File: config.mk
export PLATFORM = sky130hd
export DESIGN_NAME = lpm_seq
export DESIGN_NICKNAME = d
export VERILOG_FILES = /design/src/lpm_pkg.sv /design/src/lpm_clk_div.sv /design/src/lpm_seq.sv
export SDC_FILE = /design/constraint.sdc
export NUM_CORES = 1
export LEC_CHECK = 0
export BUFFER_PORTS_ARGS = -buffer_cell sky130_fd_sc_hd__clkbuf_2
export CORE_MARGIN = 2
export CORE_UTILIZATION = 53
export DETAILED_ROUTE_END_ITERATION = 10
export PLACE_DENSITY = 0.89
export SLEW_MARGIN = 5
export SYNTH_ARGS = -nofsm -noshare
export SYNTH_HDL_FRONTEND = slang
export SYNTH_SLANG_ARGS = --single-unit
File: constraint.sdc
create_clock -name i_sys_clk -period 5.6 [get_ports i_sys_clk]
set_input_delay 0.84 -clock i_sys_clk [delete_from_list [all_inputs] [get_ports i_sys_clk]]
set_output_delay 0.84 -clock i_sys_clk [all_outputs]
set_load 0.02 [all_outputs]
File: src/lpm_pkg.sv
// constants and state codes shared by the low-power and emulation mode sequencer
// assumes one 250 MHz clock that stands for the oscillator input, sync active-high reset
`default_nettype none

package lpm_pkg;

    // ----------------------------------------
    // timing
    // ----------------------------------------
    localparam logic [2:0] LPM_LAST_PHASE = 3'h5;
    localparam logic [1:0] LPM_RST_MC = 2'h2;

    // ----------------------------------------
    // sequencer states
    // ----------------------------------------
    typedef enum logic [2:0] {
        LPM_ST_RUN = 3'b000,
        LPM_ST_IDLE = 3'b001,
        LPM_ST_IDLE_RST = 3'b010,
        LPM_ST_PDOWN = 3'b011,
        LPM_ST_PD_RST = 3'b100,
        LPM_ST_PD_IRQ = 3'b101,
        LPM_ST_RESET = 3'b110,
        LPM_ST_ONCE = 3'b111
    } lpm_state_t;

    localparam lpm_state_t LPM_ST_RST_VAL = LPM_ST_RESET;

endpackage : lpm_pkg

`default_nettype wire

File: src/lpm_clk_div.sv
// divide-by-two stage and machine-cycle enable generator
// assumes i_osc_en is a registered gate; counts stop while it is low
`default_nettype none

module lpm_clk_div
    import lpm_pkg::*;
(
    // clock and reset
    input wire logic i_sys_clk,
    input wire logic i_rst,
    // oscillator gate
    input wire logic i_osc_en,
    // enables
    output logic o_phase_en,
    output logic o_mc_en
);

    typedef struct packed {
        logic div;
        logic [2:0] phase;
        logic phase_en;
        logic mc_en;
    } lpm_div_t;

    lpm_div_t r_q;
    lpm_div_t r_d;

    always_comb begin
        r_d = r_q;
        r_d.phase_en = 1'b0;
        r_d.mc_en = 1'b0;
        if (i_osc_en) begin
            // any input duty cycle is fine: only every second edge counts
            r_d.div = ~r_q.div;
            if (r_q.div) begin
                r_d.phase_en = 1'b1;
                if (r_q.phase == LPM_LAST_PHASE) begin
                    r_d.phase = 3'h0;
                    r_d.mc_en = 1'b1;
                end else begin
                    r_d.phase = r_q.phase + 3'h1;
                end
            end
        end
        if (i_rst) begin
            r_d = '0;
        end
    end

    always_ff @(posedge i_sys_clk) begin
        r_q <= r_d;
    end

    assign o_phase_en = r_q.phase_en;
    assign o_mc_en = r_q.mc_en;
endmodule : lpm_clk_div

`default_nettype wire

File: src/lpm_seq.sv
// idle, power-down, reset and emulation mode sequencer
// assumes the core gives an instruction-end pulse and the enabled pending interrupt level
`default_nettype none

module lpm_seq
    import lpm_pkg::*;
(
    // clock and reset
    input wire logic i_sys_clk,
    input wire logic i_rst,
    // pins
    input wire logic i_reset_pin,
    input wire logic i_ext_irq_zero_pin,
    input wire logic i_ext_irq_one_pin,
    input wire logic i_addr_latch_strobe_pin,
    input wire logic i_program_fetch_strobe_pin,
    // core
    input wire logic i_instr_end,
    input wire logic i_idle_req,
    input wire logic i_pdown_req,
    input wire logic i_irq_pending,
    input wire logic i_irq_zero_en,
    input wire logic i_irq_one_en,
    input wire logic i_irq_zero_level,
    input wire logic i_irq_one_level,
    input wire logic i_ext_mem,
    input wire logic i_core_ale,
    input wire logic i_core_program_fetch_strobe,
    // strobe pins
    output logic o_addr_latch_strobe,
    output logic o_addr_latch_strobe_oe,
    output logic o_addr_latch_strobe_weak,
    output logic o_program_fetch_strobe,
    output logic o_program_fetch_strobe_oe,
    output logic o_program_fetch_strobe_weak,
    // port control
    output logic o_p0_float,
    output logic o_p2_addr,
    output logic o_ports_hold,
    output logic o_ports_weak,
    // core control
    output logic o_osc_en,
    output logic o_cpu_run,
    output logic o_ram_block,
    output logic o_sfr_reset,
    output logic o_irq_wake,
    output logic o_phase_en,
    output logic [2:0] o_mode
);

    typedef struct packed {
        lpm_state_t st;
        logic [1:0] rcnt;
        logic once_arm;
        logic osc_en;
        logic ale;
        logic ale_oe;
        logic ale_weak;
        logic program_fetch_strobe;
        logic program_fetch_strobe_oe;
        logic program_fetch_strobe_weak;
        logic p0_float;
        logic p2_addr;
        logic ports_hold;
        logic ports_weak;
        logic cpu_run;
        logic ram_block;
        logic sfr_reset;
        logic irq_wake;
    } lpm_seq_t;

    lpm_seq_t r_q;
    lpm_seq_t r_d;
    logic mc_en;
    logic rst_rec;
    logic irq_act;

    // ----------------------------------------
    // machine-cycle timing
    // ----------------------------------------
    lpm_clk_div lpm_clk_div_inst (
        .i_sys_clk(i_sys_clk),
        .i_rst(i_rst),
        .i_osc_en(r_q.osc_en),
        .o_phase_en(o_phase_en),
        .o_mc_en(mc_en)
    );

    assign rst_rec = (r_q.rcnt == LPM_RST_MC);
    // only enabled level-sensitive pins held low wake power-down
    assign irq_act = (i_irq_zero_en & i_irq_zero_level & ~i_ext_irq_zero_pin)
                   | (i_irq_one_en & i_irq_one_level & ~i_ext_irq_one_pin);

    // ----------------------------------------
    // sequencer
    // ----------------------------------------
    always_comb begin
        r_d = r_q;
        // reset counts machine cycles only while the oscillator runs
        if (!i_reset_pin) begin
            r_d.rcnt = 2'h0;
        end else if (mc_en && !rst_rec) begin
            r_d.rcnt = r_q.rcnt + 2'h1;
        end
        r_d.irq_wake = 1'b0;
        unique case (r_q.st)
            LPM_ST_RUN: begin
                if (rst_rec) begin
                    r_d.st = LPM_ST_RESET;
                end else if (i_instr_end && i_pdown_req) begin
                    r_d.st = LPM_ST_PDOWN;
                end else if (i_instr_end && i_idle_req) begin
                    r_d.st = LPM_ST_IDLE;
                end
            end
            LPM_ST_IDLE: begin
                if (i_reset_pin) begin
                    r_d.st = LPM_ST_IDLE_RST;
                end else if (i_irq_pending) begin
                    r_d.st = LPM_ST_RUN;
                    r_d.irq_wake = 1'b1;
                end
            end
            LPM_ST_IDLE_RST: begin
                // core runs on until the internal reset takes over
                if (rst_rec) begin
                    r_d.st = LPM_ST_RESET;
                end else if (!i_reset_pin) begin
                    r_d.st = LPM_ST_RUN;
                end
            end
            LPM_ST_PDOWN: begin
                if (i_reset_pin) begin
                    r_d.st = LPM_ST_PD_RST;
                end else if (irq_act) begin
                    r_d.st = LPM_ST_PD_IRQ;
                end
            end
            LPM_ST_PD_RST: begin
                if (rst_rec) begin
                    r_d.st = LPM_ST_RESET;
                end else if (!i_reset_pin) begin
                    r_d.st = LPM_ST_PDOWN;
                end
            end
            LPM_ST_PD_IRQ: begin
                if (rst_rec) begin
                    r_d.st = LPM_ST_RESET;
                end else if (!irq_act) begin
                    // no register reset: execution resumes after the power-down instruction
                    r_d.st = LPM_ST_RUN;
                    r_d.irq_wake = 1'b1;
                end
            end
            LPM_ST_RESET: begin
                if (!i_addr_latch_strobe_pin && i_program_fetch_strobe_pin) begin
                    r_d.once_arm = 1'b1;
                end
                if (!i_reset_pin) begin
                    r_d.st = (r_q.once_arm && !i_addr_latch_strobe_pin) ? LPM_ST_ONCE : LPM_ST_RUN;
                    r_d.once_arm = 1'b0;
                end
            end
            LPM_ST_ONCE: begin
                if (rst_rec) begin
                    r_d.st = LPM_ST_RESET;
                end
            end
        endcase

        // ----------------------------------------
        // pin and core controls of the next state
        // ----------------------------------------
        r_d.osc_en = (r_d.st != LPM_ST_PDOWN);
        r_d.ale = i_core_ale;
        r_d.program_fetch_strobe = i_core_program_fetch_strobe;
        r_d.ale_oe = 1'b1;
        r_d.program_fetch_strobe_oe = 1'b1;
        r_d.ale_weak = 1'b0;
        r_d.program_fetch_strobe_weak = 1'b0;
        r_d.p0_float = 1'b0;
        r_d.p2_addr = 1'b0;
        r_d.ports_hold = 1'b0;
        r_d.ports_weak = 1'b0;
        r_d.cpu_run = 1'b0;
        r_d.ram_block = 1'b0;
        r_d.sfr_reset = 1'b0;
        unique case (r_d.st)
            LPM_ST_RUN: begin
                r_d.cpu_run = 1'b1;
            end
            LPM_ST_IDLE: begin
                r_d.ale = 1'b1;
                r_d.program_fetch_strobe = 1'b1;
                r_d.p0_float = i_ext_mem;
                r_d.p2_addr = i_ext_mem;
                r_d.ports_hold = 1'b1;
            end
            LPM_ST_IDLE_RST: begin
                r_d.cpu_run = 1'b1;
                r_d.ram_block = 1'b1;
            end
            LPM_ST_PDOWN, LPM_ST_PD_RST, LPM_ST_PD_IRQ: begin
                r_d.ale = 1'b0;
                r_d.program_fetch_strobe = 1'b0;
                r_d.p0_float = i_ext_mem;
                r_d.ports_hold = 1'b1;
            end
            LPM_ST_RESET: begin
                // strobes released so the board can strap emulation entry
                r_d.ale_oe = 1'b0;
                r_d.program_fetch_strobe_oe = 1'b0;
                r_d.ale_weak = 1'b1;
                r_d.program_fetch_strobe_weak = 1'b1;
                r_d.ram_block = 1'b1;
                r_d.sfr_reset = 1'b1;
            end
            LPM_ST_ONCE: begin
                r_d.ale_oe = 1'b0;
                r_d.program_fetch_strobe_oe = 1'b0;
                r_d.ale_weak = 1'b1;
                r_d.program_fetch_strobe_weak = 1'b1;
                r_d.p0_float = 1'b1;
                r_d.ports_weak = 1'b1;
            end
        endcase
        if (i_rst) begin
            r_d = '0;
            r_d.st = LPM_ST_RST_VAL;
            r_d.osc_en = 1'b1;
            r_d.ale_weak = 1'b1;
            r_d.program_fetch_strobe_weak = 1'b1;
            r_d.ram_block = 1'b1;
            r_d.sfr_reset = 1'b1;
        end
    end

    always_ff @(posedge i_sys_clk) begin
        r_q <= r_d;
    end

    assign o_addr_latch_strobe = r_q.ale;
    assign o_addr_latch_strobe_oe = r_q.ale_oe;
    assign o_addr_latch_strobe_weak = r_q.ale_weak;
    assign o_program_fetch_strobe = r_q.program_fetch_strobe;
    assign o_program_fetch_strobe_oe = r_q.program_fetch_strobe_oe;
    assign o_program_fetch_strobe_weak = r_q.program_fetch_strobe_weak;
    assign o_p0_float = r_q.p0_float;
    assign o_p2_addr = r_q.p2_addr;
    assign o_ports_hold = r_q.ports_hold;
    assign o_ports_weak = r_q.ports_weak;
    assign o_osc_en = r_q.osc_en;
    assign o_cpu_run = r_q.cpu_run;
    assign o_ram_block = r_q.ram_block;
    assign o_sfr_reset = r_q.sfr_reset;
    assign o_irq_wake = r_q.irq_wake;
    assign o_mode = r_q.st;

    // ----------------------------------------
    // checks
    // ----------------------------------------
    localparam int MC_TWO_MAX = 26;
endmodule : lpm_seq

`default_nettype wire

-- Yosys cells after proc, flatten, opt, wreduce, memory -nomap -nowiden
Cells that the tools add are included.
- bits in registers: 25
- output and inout bits: 19
- add/subtract/negate cells: 2
- equal/unequal tests: 18
- multiplexer cells: 36
- bitwise gates (word level): 11
- reduce and logical (&&, ||, !) cells: 20
- operators with widths (operator ; number):
    3-bit 2-to-1 mux ; 17
    3-bit equality test, second input constant ; 9
    3-bit one-hot mux with 8 select lines ; 1
    3-bit by 2-bit equality test with 1-bit output, second input constant ; 4
    1-bit 2-to-1 mux ; 12
    2-bit OR reduction ; 6
    1-bit one-hot mux with 2 select lines ; 4
    3-bit by 1-bit equality test with 1-bit output, second input constant ; 2
    3-bit zero test ; 2
    1-bit NOT ; 6
    3-bit OR reduction ; 2
    1-bit logical AND ; 5
    1-bit bitwise AND ; 4
    2-bit 2-to-1 mux ; 2
    2-bit AND reduction ; 2
    4-bit OR reduction ; 1
    3-bit by 1-bit adder with 3-bit output, second input constant ; 1
    3-bit by 2-bit inequality test with 1-bit output, second input constant ; 1
    2-bit by 1-bit adder with 2-bit output, second input constant ; 1
    2-bit equality test, second input constant ; 1
    1-bit zero test ; 2
    2-bit by 1-bit inequality test with 1-bit output, second input constant ; 1
    1-bit bitwise OR ; 1

-- Depth between registers and ports, before layout
Gate-level depths: netlist (run 1).
- depth in word-level cells: 9
- mapped depth: 8
- mapped depth without buffers: 8

-- By module
From an unflattened synthesis (run 1), not the netlist that was laid out.
- cells, all modules: 136
- area, all modules: 1197.4 µm²
- by module, submodules not included (module ; times used ; cells an instance ; area each (µm²) ; seq. area each (µm²)):
    lpm_seq ; 1 ; 114 ; 969.7 ; 380.4
    lpm_clk_div ; 1 ; 22 ; 227.7 ; 120.1

-- Least setup slack after synthesis (run 1)
OpenSTA, ideal clock, no wires.
- kind: input-to-reg
- start: input i_addr_latch_strobe_pin
- end: register r_q (netlist bit o_ports_hold)
- setup time: 0.115 ns
- arrival time: 2.079 ns
- slack: 3.406 ns
- stages: 6
- buffers on the path: 0
- path through: and2b_2 > o21ai_1 > a221o_2 > o311ai_4 > mux2_4 > and2_1
- longest elaborated chain between the ends: 8
- elaborated cells on any way between the ends: 11
- RTL lines (item ; line ; RTL):
    start, declared ; lpm_seq.sv:15 ; input wire logic i_addr_latch_strobe_pin,
    1-bit zero test * ; lpm_seq.sv:160 ; r_d.st = (r_q.once_arm && !i_addr_latch_strobe_pin) ? LPM_ST_ONCE : LPM_ST_RUN;
    1-bit logical AND * ; lpm_seq.sv:160 ;
    3-bit 2-to-1 mux * ; lpm_seq.sv:160 ;
    3-bit 2-to-1 mux * ; lpm_seq.sv:159 ; if (!i_reset_pin) begin
    3-bit one-hot mux with 8 select lines * ; lpm_seq.sv:106 ; unique case (r_q.st)
    3-bit by 1-bit equality test with 1-bit output (tied with other cells) ; lpm_seq.sv:188 ; unique case (r_d.st)
    4-bit OR reduction (no line) * ; -- ;
    1-bit 2-to-1 mux * ; lpm_seq.sv:188 ;
    end signal, assigned ; lpm_seq.sv:239 ; r_q <= r_d;
    end, declared ; lpm_seq.sv:72 ; lpm_seq_t r_q;
Mark *: on every way between the ends. The rest lies on a longest branch, timed or not.
A chain may end at the register's enable or synchronous reset.

-- Worst setup path after layout (run 1)
- start: input i_irq_one_en
- end: register r_q (netlist bit o_ports_hold)
- longest elaborated chain between the ends: 9
- elaborated cells on any way between the ends: 14
- RTL lines (item ; line ; RTL):
    start, declared ; lpm_seq.sv:23 ; input wire logic i_irq_one_en,
    1-bit bitwise AND * (2 in series) ; lpm_seq.sv:92 ; | (i_irq_one_en & i_irq_one_level & ~i_ext_irq_one_pin);
    1-bit bitwise OR * ; lpm_seq.sv:92 ;
    3-bit 2-to-1 mux, on equally long branches ; lpm_seq.sv:149, lpm_seq.sv:135 ;
    3-bit 2-to-1 mux, on equally long branches ; lpm_seq.sv:147, lpm_seq.sv:133 ;
    3-bit one-hot mux with 8 select lines * ; lpm_seq.sv:106 ;
    3-bit by 1-bit equality test with 1-bit output (tied with other cells) ; lpm_seq.sv:188 ;
    4-bit OR reduction (no line) * ; -- ;
    1-bit 2-to-1 mux * ; lpm_seq.sv:188 ;
Marked as above.

==> results of run 1 <==
layer usage:
layer,global-route usage,part of all wire,up-vias
met1,0.246,0.43,471
met5,0,0,-
met2,0.344,0.51,37
met4,0.117,0.020,0
li1,-,-,488
met3,0.0292,0.039,6
per-stage QoR:
stage	utilization	hold WS [ns]	total power, uW	setup slack, ns	cell area (um^2)
floorplan	-	0.435	390	3.41	1180
global placement	0.609	0.458	414	3.24	1310
detailed placement	0.609	0.460	423	3.15	1310
CTS	0.623	0.483	501	3.49	1340
global route	0.623	0.516	529	3.38	1340
finish	0.623	0.486	502	3.48	1340
layout by cell type, fill, tap and decap left out, drive strengths merged, types with 2 or more instances in the layout:
master	n
nand2	17
dfxtp	25
nand3	2
clkbuf	39
nand2b	2
nor2	12
inv	8
nor3b	3
nor3	3
a21oi	4
o21ai	4
o32ai	2
nand3b	2
o311ai	2
a31oi	3
xnor2	2
o22ai	4
area by class of cell:
class                   instances  area [um^2]
well taps                      28         35.0
flip-flops and latches         25          500
repair buffers                 36          180
multi-input cells              81          559
clock inverters                 1         7.51
inverters                       9         33.8
clock buffers                   3         22.5
fillers                       185          810
power by group:
group | switching (uW) | internal, uW | total [uW]
Sequential | 25.2 | 206 | 231
Combinational | 114 | 75.1 | 189
Clock | 54.2 | 27.3 | 81.5
cells by family after synthesis:
kind of cell	count (synthesis)	synth area share
simple gates	49	0.224
compound gates	26	0.196
flops	25	0.424
buf+inv	19	0.102
xor+xnor	3	0.0223
mux	2	0.0212
fa+ha+maj	1	0.0106
how the worst max path moves through the flow:
| stage | startpoint | end | slack, ns | cells after the start |
|---|---|---|---|---|
| final | i_irq_one_en | o_ports_hold$_SDFF_PP0_ | 3.48 | 7 |
| after CTS | i_irq_one_en | o_ports_hold$_SDFF_PP0_ | 3.49 | 7 |
| after global routing | i_irq_zero_en | o_ports_hold$_SDFF_PP0_ | 3.38 | 7 |
| after global placement | i_irq_one_en | o_ports_hold$_SDFF_PP0_ | 3.24 | 7 |
| after floorplan | i_addr_latch_strobe_pin | o_ports_hold$_SDFF_PP0_ | 3.41 | 6 |
| after detailed placement | i_irq_one_en | o_ports_hold$_SDFF_PP0_ | 3.15 | 7 |
worst max-delay path, stage by stage:
cell      delay, ns
clkbuf_2       0.07
nand2_1        0.04
o22ai_1        0.34
nor2_1         0.13
o311ai_4       0.41
mux2_4         0.35
and2_1         0.15
==> run_results.csv, run 1 <==
group,metric,value,unit
routing,wl,2440,um
cts,clkTransAtPathRegs,0.14,ns
flow_run,drv_cap,0,
routing,num_vias,1002,
synthesis,yosysTopAreaCell,"dfxtp_1",
floorplanning,die_x,51.2,um
cts,htree_num_levels,1,
timing,post-route-min-period,2.12,ns
cells_and_area,largest_reg_flops,4,
cts,cts_inserted_buffers,3,
timing,finalMaxSlewViolations,0,
critical_path,cp_max_fo,8,
timing,worst_pin_slew,0.470,ns
timing,post-route-period-util,0.378,
synthesis,ys_ff_latch,25,
hold_path,hold_class,"reg2reg",
critical_path,critical_path_class,"in2reg",
power,vdd_drop_max,0.000210,V
synthesis,syn_inst,125,
place,io_buffers,36,
global_routing,grt_first_pass_wirelength,3970,um
cells_and_area,regMostFlops,"lpm_clk_div_inst.r_q",
cts,tritoncts,"done",
critical_path,worst_setup_path_start_kind,"primary input",
floorplanning,core,0.00215,mm^2
synthesis,syn_avg_cell_area,9.44,um^2
synthesis,synthMostInstantiatedCell,"dfxtp_1",
global_routing,grt_pass1_vias,914,
global_routing,grt_max_degree,16,
timing,hold_viol_final,0,
place,dp_hpwl,1910,um
timing,tns,0,ns
global_routing,grtUsageTotal,0.204,
timing,fmax,473,MHz
global_routing,overflow,0,
cells_and_area,fin_nets,175,
place,gp_congestion,0.820,
timing,slew_headroom,0.686,
routing,postRouteAntennaNets,0,
cts,post_cts_resized,0,
hold_path,whs_path_depth,2,
hold_path,min_from,"lpm_clk_div_inst.r_q[2]$_SDFFE_PP0P_",
floorplanning,initial_utilization,0.549,
cts,cts_setup_buffers,0,
synthesis,syn_area,0.00118,mm^2
power,leakagePower,0.000620,uW
timing,finalSetupViolCount,0,
synthesis,seq_area_frac_synth,0.424,
critical_path,reg2reg_depth,7,
critical_path,r2r_slack,3.52,ns
synthesis,yosys.cell_types.count,44,
critical_path,reg2reg_from,"r_q[16]$_SDFFE_PP0P_",
critical_path,cp.arrival,2.35,ns
routing,drt-pass1-iter-count,4,
routing,drt-initial-drc-count,12,
cts,clkSinkCount,25,
floorplanning,num_rows,17,
critical_path,r2r_end,"o_osc_en$_SDFF_PP1_",
synthesis,synth-edff-count,0,
synthesis,synth_nets,144,
synthesis,yosysTopAreaCellShare,0.424,
cts,cts-root-buf,"clkbuf_4",
routing,routedWlPerCell,13.4,um
timing,rsz0062_at_grt,"false",
critical_path,crit_path_end_kind,"flip-flop",
synthesis,synth_top_flop_cell,"dfxtp_1",
critical_path,crit_required,5.83,ns
floorplanning,io_pins,37,
cells_and_area,diodes,0,
cts,cts_hold_buffers,0,
run_status,status,"finished, final reports clean",
routing,vias_per_cell,5.48,
cells_and_area,area_growth,13.5,%
cells_and_area,drive_gt1_frac,0.342,
floorplanning,die_area,0.00262,mm^2
global_routing,antenna_found_initial,0,
floorplanning,die_y,51.2,um
routing,route.detailed.drc,0,
synthesis,netlist_top_cells_area,"dfxtp_1 (42%), nand2_1 (4.8%), o311ai_4 (4.5%)",
hold_path,min_to,"lpm_clk_div_inst.o_mc_en$_SDFF_PP0_",
power,power_density,375,mW/mm^2
place,dp.cells,179,
cts,clock_latency,0.32,ns
synthesis,ys_async_sr_fraction,0,
timing,clock_skew,0.00114,ns
cts,cts_buffer_depth,2,
cells_and_area,final_cells,183,
synthesis,yosys_warnings,0,
synthesis,yosys-top-cells-count,"dfxtp_1 (25), nand2_1 (15), nor2_1 (12)",
Power figures use the tool's default switching activity.
==> inputs of run 2 (changes only) <==
Settings changed: CORE_UTILIZATION 53 to 49, PLACE_DENSITY 0.89 to 0.84.
Clock period 5.6 ns to 1.95 ns, I/O delays scaled along.
==> run 2 against run 1 <==
- combinational power grew to 3.3 times the previous value
- worst setup slack worse by 3.5 ns
- cell area is 6.2% higher
- cell count is 3.8% higher
- routed wire length is 8.3% higher
- utilization is 0.72 points higher
- critical path type is now reg2reg
==> run_results.csv, run 2 (same netlist as run 1, synthesis figures left out) <==
group,metric,value,unit
global_routing,grt_max_degree,16,
critical_path,cp-startpoint,"r_q[16]$_SDFFE_PP0P_",
global_routing,grt_pass1_vias,922,
power,p_total,1520,uW
cts,cts_hold_buffers,0,
critical_path,r2r_slack,0.03,ns
routing,drt-initial-drc-count,12,
cts,clkTransAtPathRegs,0.14,ns
cts,tritoncts,"done",
critical_path,reg2reg_depth,8,
floorplanning,die_y,53.1,um
critical_path,crit_required,2.19,ns
timing,slew_headroom,0.713,
routing,routedWlPerCell,13.9,um
cts,htree_num_levels,1,
power,leakagePower,0.000657,uW
flow_run,drv_cap,0,
global_routing,grt_first_pass_wirelength,3970,um
place,io_buffers,36,
critical_path,crit_path_end_kind,"flip-flop",
cts,cts_inserted_buffers,3,
cells_and_area,drive_gt1_frac,0.420,
global_routing,grtUsageTotal,0.200,
timing,clock_skew,0.00833,ns
routing,postRouteAntennaNets,0,
power,power_density,1070,mW/mm^2
timing,post-route-period-util,0.985,
timing,finalMaxSlewViolations,0,
floorplanning,die_x,53.1,um
routing,wl,2650,um
timing,worst_pin_slew,0.429,ns
timing,hold_viol_final,0,
cts,cts_buffer_depth,2,
routing,route.detailed.drc,0,
cts,clock_latency,0.33,ns
global_routing,antenna_found_initial,0,
critical_path,cp.arrival,2.16,ns
place,gp_congestion,0.861,
hold_path,hold_class,"in2reg",
cells_and_area,regMostFlops,"lpm_clk_div_inst.r_q",
timing,finalSetupViolCount,0,
cells_and_area,fin_nets,182,
timing,fin_ws,0.0284,ns
floorplanning,initial_utilization,0.523,
global_routing,overflow,0,
routing,num_vias,1023,
critical_path,critical_path_class,"reg2reg",
critical_path,worstSetupEndpoint,"o_ports_hold$_SDFF_PP0_",
floorplanning,num_rows,17,
routing,drt-pass1-iter-count,4,
cells_and_area,final_cell_mix,"clkbuf_2 (36), dfxtp_1 (22), nand2_1 (15)",
cts,clkSinkCount,25,
timing,post-route-min-period,1.92,ns
power,vdd_drop_max,0.000769,V
cells_and_area,layout_commonest_cell,"clkbuf_2",
timing,whs,0.184,ns
critical_path,reg2reg_from,"r_q[16]$_SDFFE_PP0P_",
run_status,status,"finished, final reports clean",
critical_path,worst_setup_path_start_kind,"flip-flop",
cells_and_area,area_growth,20.5,%
critical_path,cp_max_fo,8,
timing,fmax,520,MHz
place,post-place-ws,0.00981,ns
cells_and_area,diodes,0,
critical_path,r2r_end,"o_ports_hold$_SDFF_PP0_",
cells_and_area,largest_reg_flops,4,
floorplanning,core,0.00225,mm^2
cts,cts-root-buf,"clkbuf_4",
floorplanning,die_area,0.00282,mm^2
floorplanning,io_pins,37,
place,dp_hpwl,1940,um
routing,vias_per_cell,5.38,
[run 2: metal layers]
metal	global-route usage	part of all wire	up-vias
li1	-	-	504
met1	0.234	0.41	467
met2	0.331	0.50	39
met3	0.0395	0.045	13
met4	0.128	0.039	0
met5	0	0	-
[run 2: worst min-delay path by stage]
stage	from	endpoint	depth (start not counted)
6_report	i_core_ale	o_addr_latch_strobe$_SDFF_PP0_	3
5_1_grt	i_core_ale	o_addr_latch_strobe$_SDFF_PP0_	3
4_1_cts	i_core_ale	o_addr_latch_strobe$_SDFF_PP0_	3
3_5_place_dp	lpm_clk_div_inst.r_q[3]$_SDFFE_PP0P_	lpm_clk_div_inst.o_mc_en$_SDFF_PP0_	1
3_3_place_gp	lpm_clk_div_inst.r_q[3]$_SDFFE_PP0P_	lpm_clk_div_inst.o_mc_en$_SDFF_PP0_	1
2_1_floorplan	i_rst	o_p0_float$_SDFF_PP0_	1
[run 2: cell type report]
type | count | area [um^2]
clock inverter | 1 | 7.51
multi-input combinational | 81 | 586
tap | 28 | 35.0
clock buffer | 3 | 22.5
fill | 186 | 833
timing repair buffer | 43 | 233
inverter | 9 | 33.8
sequential | 25 | 504
[run 2: per-stage QoR]
stage	instances	cell area, um^2	setup TNS, ns	util
floorplan	125	1180	0	-
global placement	184	1350	0	0.597
detailed placement	184	1350	0	0.597
CTS	188	1380	0	0.611
global route	190	1420	-0.137	0.630
finish	190	1420	0	0.630
[run 2: power by group]
part	switching [uW]	internal [uW]
Combinational	368	256
Sequential	64.3	594
Clock	160	78.6
[run 2: critical path, cell delays in order (launching register included)]
cell and delay (ns):
dfxtp_2 0.35, inv_1 0.06, ha_2 0.18, or2_4 0.15
o21ai_2 0.06, a221o_2 0.39, o311ai_4 0.12, mux2_4 0.35
and2_1 0.15
[run 2: timing repair]
item / CTS / global route
endpoints found under the setup margin: 1 / 7
pin swaps: 0 / 5
gates resized for setup: 1 / 8
buffers inserted: 0 / 2
==> inputs of run 3 (changes only) <==
Settings changed: PLACE_DENSITY 0.84 to 0.79, SYNTH_HIERARCHICAL set to 1.
==> run 3 against run 2 <==
- non-clock buffer count unchanged
- sequential power grew 17%
- area after synthesis grew 1.5%
- count of clock-buffer cells in the layout unchanged
- global-route usage about the same
- first-iteration DRC count up 140%
- combinational power rose by 94%
- via count rose by 6.4%
- worst setup slack better by 0.070 ns
- register-to-register slack improved by 0.07 ns
- maximum frequency up 3.8%
==> run_results.csv, run 3 <==
group,metric,value,unit
critical_path,critPathBufInv,0,
cells_and_area,diodes,0,
hold_path,hold_class,"in2reg",
cts,clkSinkCount,25,
cts,clock_latency,0.33,ns
critical_path,crit_family,"simple AND/OR/NAND/NOR gates",
cells_and_area,area_growth,20.1,%
cts,tritoncts,"done",
global_routing,grt_pass1_vias,1021,
routing,wl_met1,1060,um
synthesis,yosys.cell_types.count,48,
global_routing,grt_first_pass_wirelength,4170,um
routing,wl,2440,um
critical_path,cp.arrival,2.13,ns
synthesis,synth-edff-count,0,
critical_path,worst_setup_path_start_kind,"flip-flop",
critical_path,crit_path_frequent_cell,"o21ai_1",
floorplanning,die_y,53.4,um
cells_and_area,regMostFlops,"lpm_clk_div_inst/r_q",
routing,vias_per_cell,5.47,
cells_and_area,layout_commonest_cell,"clkbuf_2",
timing,post-route-min-period,1.85,ns
power,internal_power,1260,uW
power,combPwrFrac,0.544,
routing,drt-pass1-iter-count,4,
synthesis,syn_inst,136,
timing,fmax,540,MHz
power,power_frac_seq,0.346,
critical_path,crit_required,2.22,ns
floorplanning,num_rows,17,
global_routing,antenna_found_initial,0,
critical_path,slowest_stage,"or4_4",
synthesis,synthMostInstantiatedCell,"dfxtp_1",
critical_path,crit_path_end_kind,"flip-flop",
synthesis,yosysTopAreaCellShare,0.418,
power,leakagePower,0.000642,uW
critical_path,slowest_delay,0.43,ns
power,power_density,1540,mW/mm^2
timing,finalMaxSlewViolations,0,
synthesis,synth_top_flop_cell,"dfxtp_1",
place,dp_hpwl,1830,um
power,p_sw_frac,0.430,
cts,cts_inserted_buffers,3,
floorplanning,die_x,53.4,um
timing,clock_skew,0.00141,ns
synthesis,ys_ff_latch,25,
timing,hold_viol_final,0,
critical_path,critical_path.cell_chain,"or3_4 > o21ai_1 > a31oi_1 > o22a_2 > or4_4 > o21ai_1",
synthesis,synth_nets,155,
synthesis,seq_area_frac_synth,0.418,
synthesis,syn_area,0.00120,mm^2
timing,tns,0,ns
power,p_switching,953,uW
routing,postRouteAntennaNets,0,
synthesis,yosys_warnings,6,
cells_and_area,largest_reg_flops,4,
place,gp_congestion,0.859,
global_routing,grt_max_degree,18,
synthesis,yosys-top-cells-count,"dfxtp_1 (25), nand2_1 (12), nor2_1 (11)",
floorplanning,die_area,0.00286,mm^2
synthesis,yosysTopAreaCell,"dfxtp_1",
cts,cts_buffer_depth,2,
routing,wl_met2,1220,um
floorplanning,core,0.00225,mm^2
routing,routedWlPerCell,12.3,um
cells_and_area,drive_gt1_frac,0.357,
routing,route.detailed.drc,0,
synthesis,ys_async_sr_fraction,0,
routing,num_vias,1088,
floorplanning,initial_utilization,0.531,
power,p_total,2220,uW
routing,wl_met3,122,um
synthesis,syn_avg_cell_area,8.80,um^2
cts,clkTransAtPathRegs,0.14,ns
cells_and_area,final_cell_mix,"clkbuf_2 (36), dfxtp_1 (23), nand2_1 (12)",
place,io_buffers,36,
cts,htree_num_levels,1,
routing,highest_layer,"met4",
timing,worst_pin_slew,0.317,ns
synthesis,netlist_top_cells_area,"dfxtp_1 (42%), nand2_1 (3.8%), nor2_1 (3.4%)",
flow_run,drv_cap,0,
cells_and_area,fin_nets,191,
global_routing,grtUsageTotal,0.200,
timing,finalSetupViolCount,0,
power,pwr-share-clk,0.110,
timing,post-route-period-util,0.949,
global_routing,overflow,0,
run_status,status,"finished, final reports clean",
cts,cts_setup_buffers,0,
routing,drt-initial-drc-count,29,
cts,cts-root-buf,"clkbuf_4",
critical_path,cp_max_fo,9,
floorplanning,io_pins,37,
critical_path,critical_path_class,"reg2reg",
power,vdd_drop_max,0.000715,V
timing,slew_headroom,0.789,
-- run 3: changes by cell type after synthesis, moves of 3 or more --
cell	before	now
buf_2	0	5
nor3_1	2	6
o21ai_1	1	5
a21o_1	0	3
buf_6	4	1
inv_1	8	5
nand2_1	15	12
nor2b_1	1	4
o22ai_1	4	1
-- run 3: path summary, 6_finish.rpt --
check                                       start                             endpoint  slack [ns]  depth (start not counted)
max                          o_mode[2]$_SDFF_PP1_    o_program_fetch_strobe$_SDFF_PP0_         0.1                          6
min                   i_core_program_fetch_strobe    o_program_fetch_strobe$_SDFF_PP0_        0.17                          3
max reg2reg                  o_mode[2]$_SDFF_PP1_    o_program_fetch_strobe$_SDFF_PP0_         0.1                          6
min reg2reg  lpm_clk_div_inst/r_q[2]$_SDFFE_PP0P_  lpm_clk_div_inst/o_mc_en$_SDFF_PP0_        0.46                          2
-- run 3: final cells by class --
class,count,area (um^2)
tap,28,35.0
multi-input combinational,94,618
sequential,25,503
inverter,5,18.8
clock buffer,3,22.5
fill,216,817
timing repair buffer,43,233
clock inverter,1,7.51
-- run 3: worst reg2reg max path: stages, from the launching register on --
cell and delay, ns:
dfxtp_2 0.39, or3_4 0.42, o21ai_1 0.14, a31oi_1 0.05, o22a_2 0.28, or4_4 0.43
o21ai_1 0.08
-- run 3: power groups by stage --
stage	registers, uW	logic (uW)	clock network, uW
3_3_place_gp	766	1160	0
3_5_place_dp	773	1180	0
4_1_cts	760	1190	253
6_report	767	1210	243
5_1_grt	789	1340	266
2_1_floorplan	858	794	0
-- run 3: kinds of logic (layout without fill, tap and decap cells) --
group	after synthesis	count (layout)	synth area share
AND/OR/NAND/NOR	60	60	0.280
buffers and inverters	17	52	0.0805
AO/OA/AOI/OAI	27	27	0.163
adder cells (fa/ha/maj)	1	1	0.0104
XOR/XNOR	3	3	0.0219
multiplexers	3	3	0.0261
flip-flops	25	25	0.418
-- run 3: what timing repair did --
item                                    4_1_cts  5_1_grt
endpoints found under the setup margin        6        6
hold buffers                                  0        0
gates resized for setup                       2        6
pin swaps                                     0        1
-- run 3: per-stage QoR --
stage	setup WS, ns	cell area (um^2)	hold slack [ns]	std cells	util
2_1_floorplan	0.0974	1200	0.362	136	-
3_3_place_gp	0.0304	1390	0.442	195	0.615
3_5_place_dp	-0.0358	1390	0.449	195	0.615
4_1_cts	0.0377	1420	0.157	199	0.631
5_1_grt	-0.0430	1440	0.175	199	0.638
6_report	0.0988	1440	0.168	199	0.638
-- run 3: metal layers --
metal,up-vias,track usage
met2,32,0.340
met5,-,0
li1,545,-
met3,4,0.0254
met1,507,0.249
met4,0,0.0897
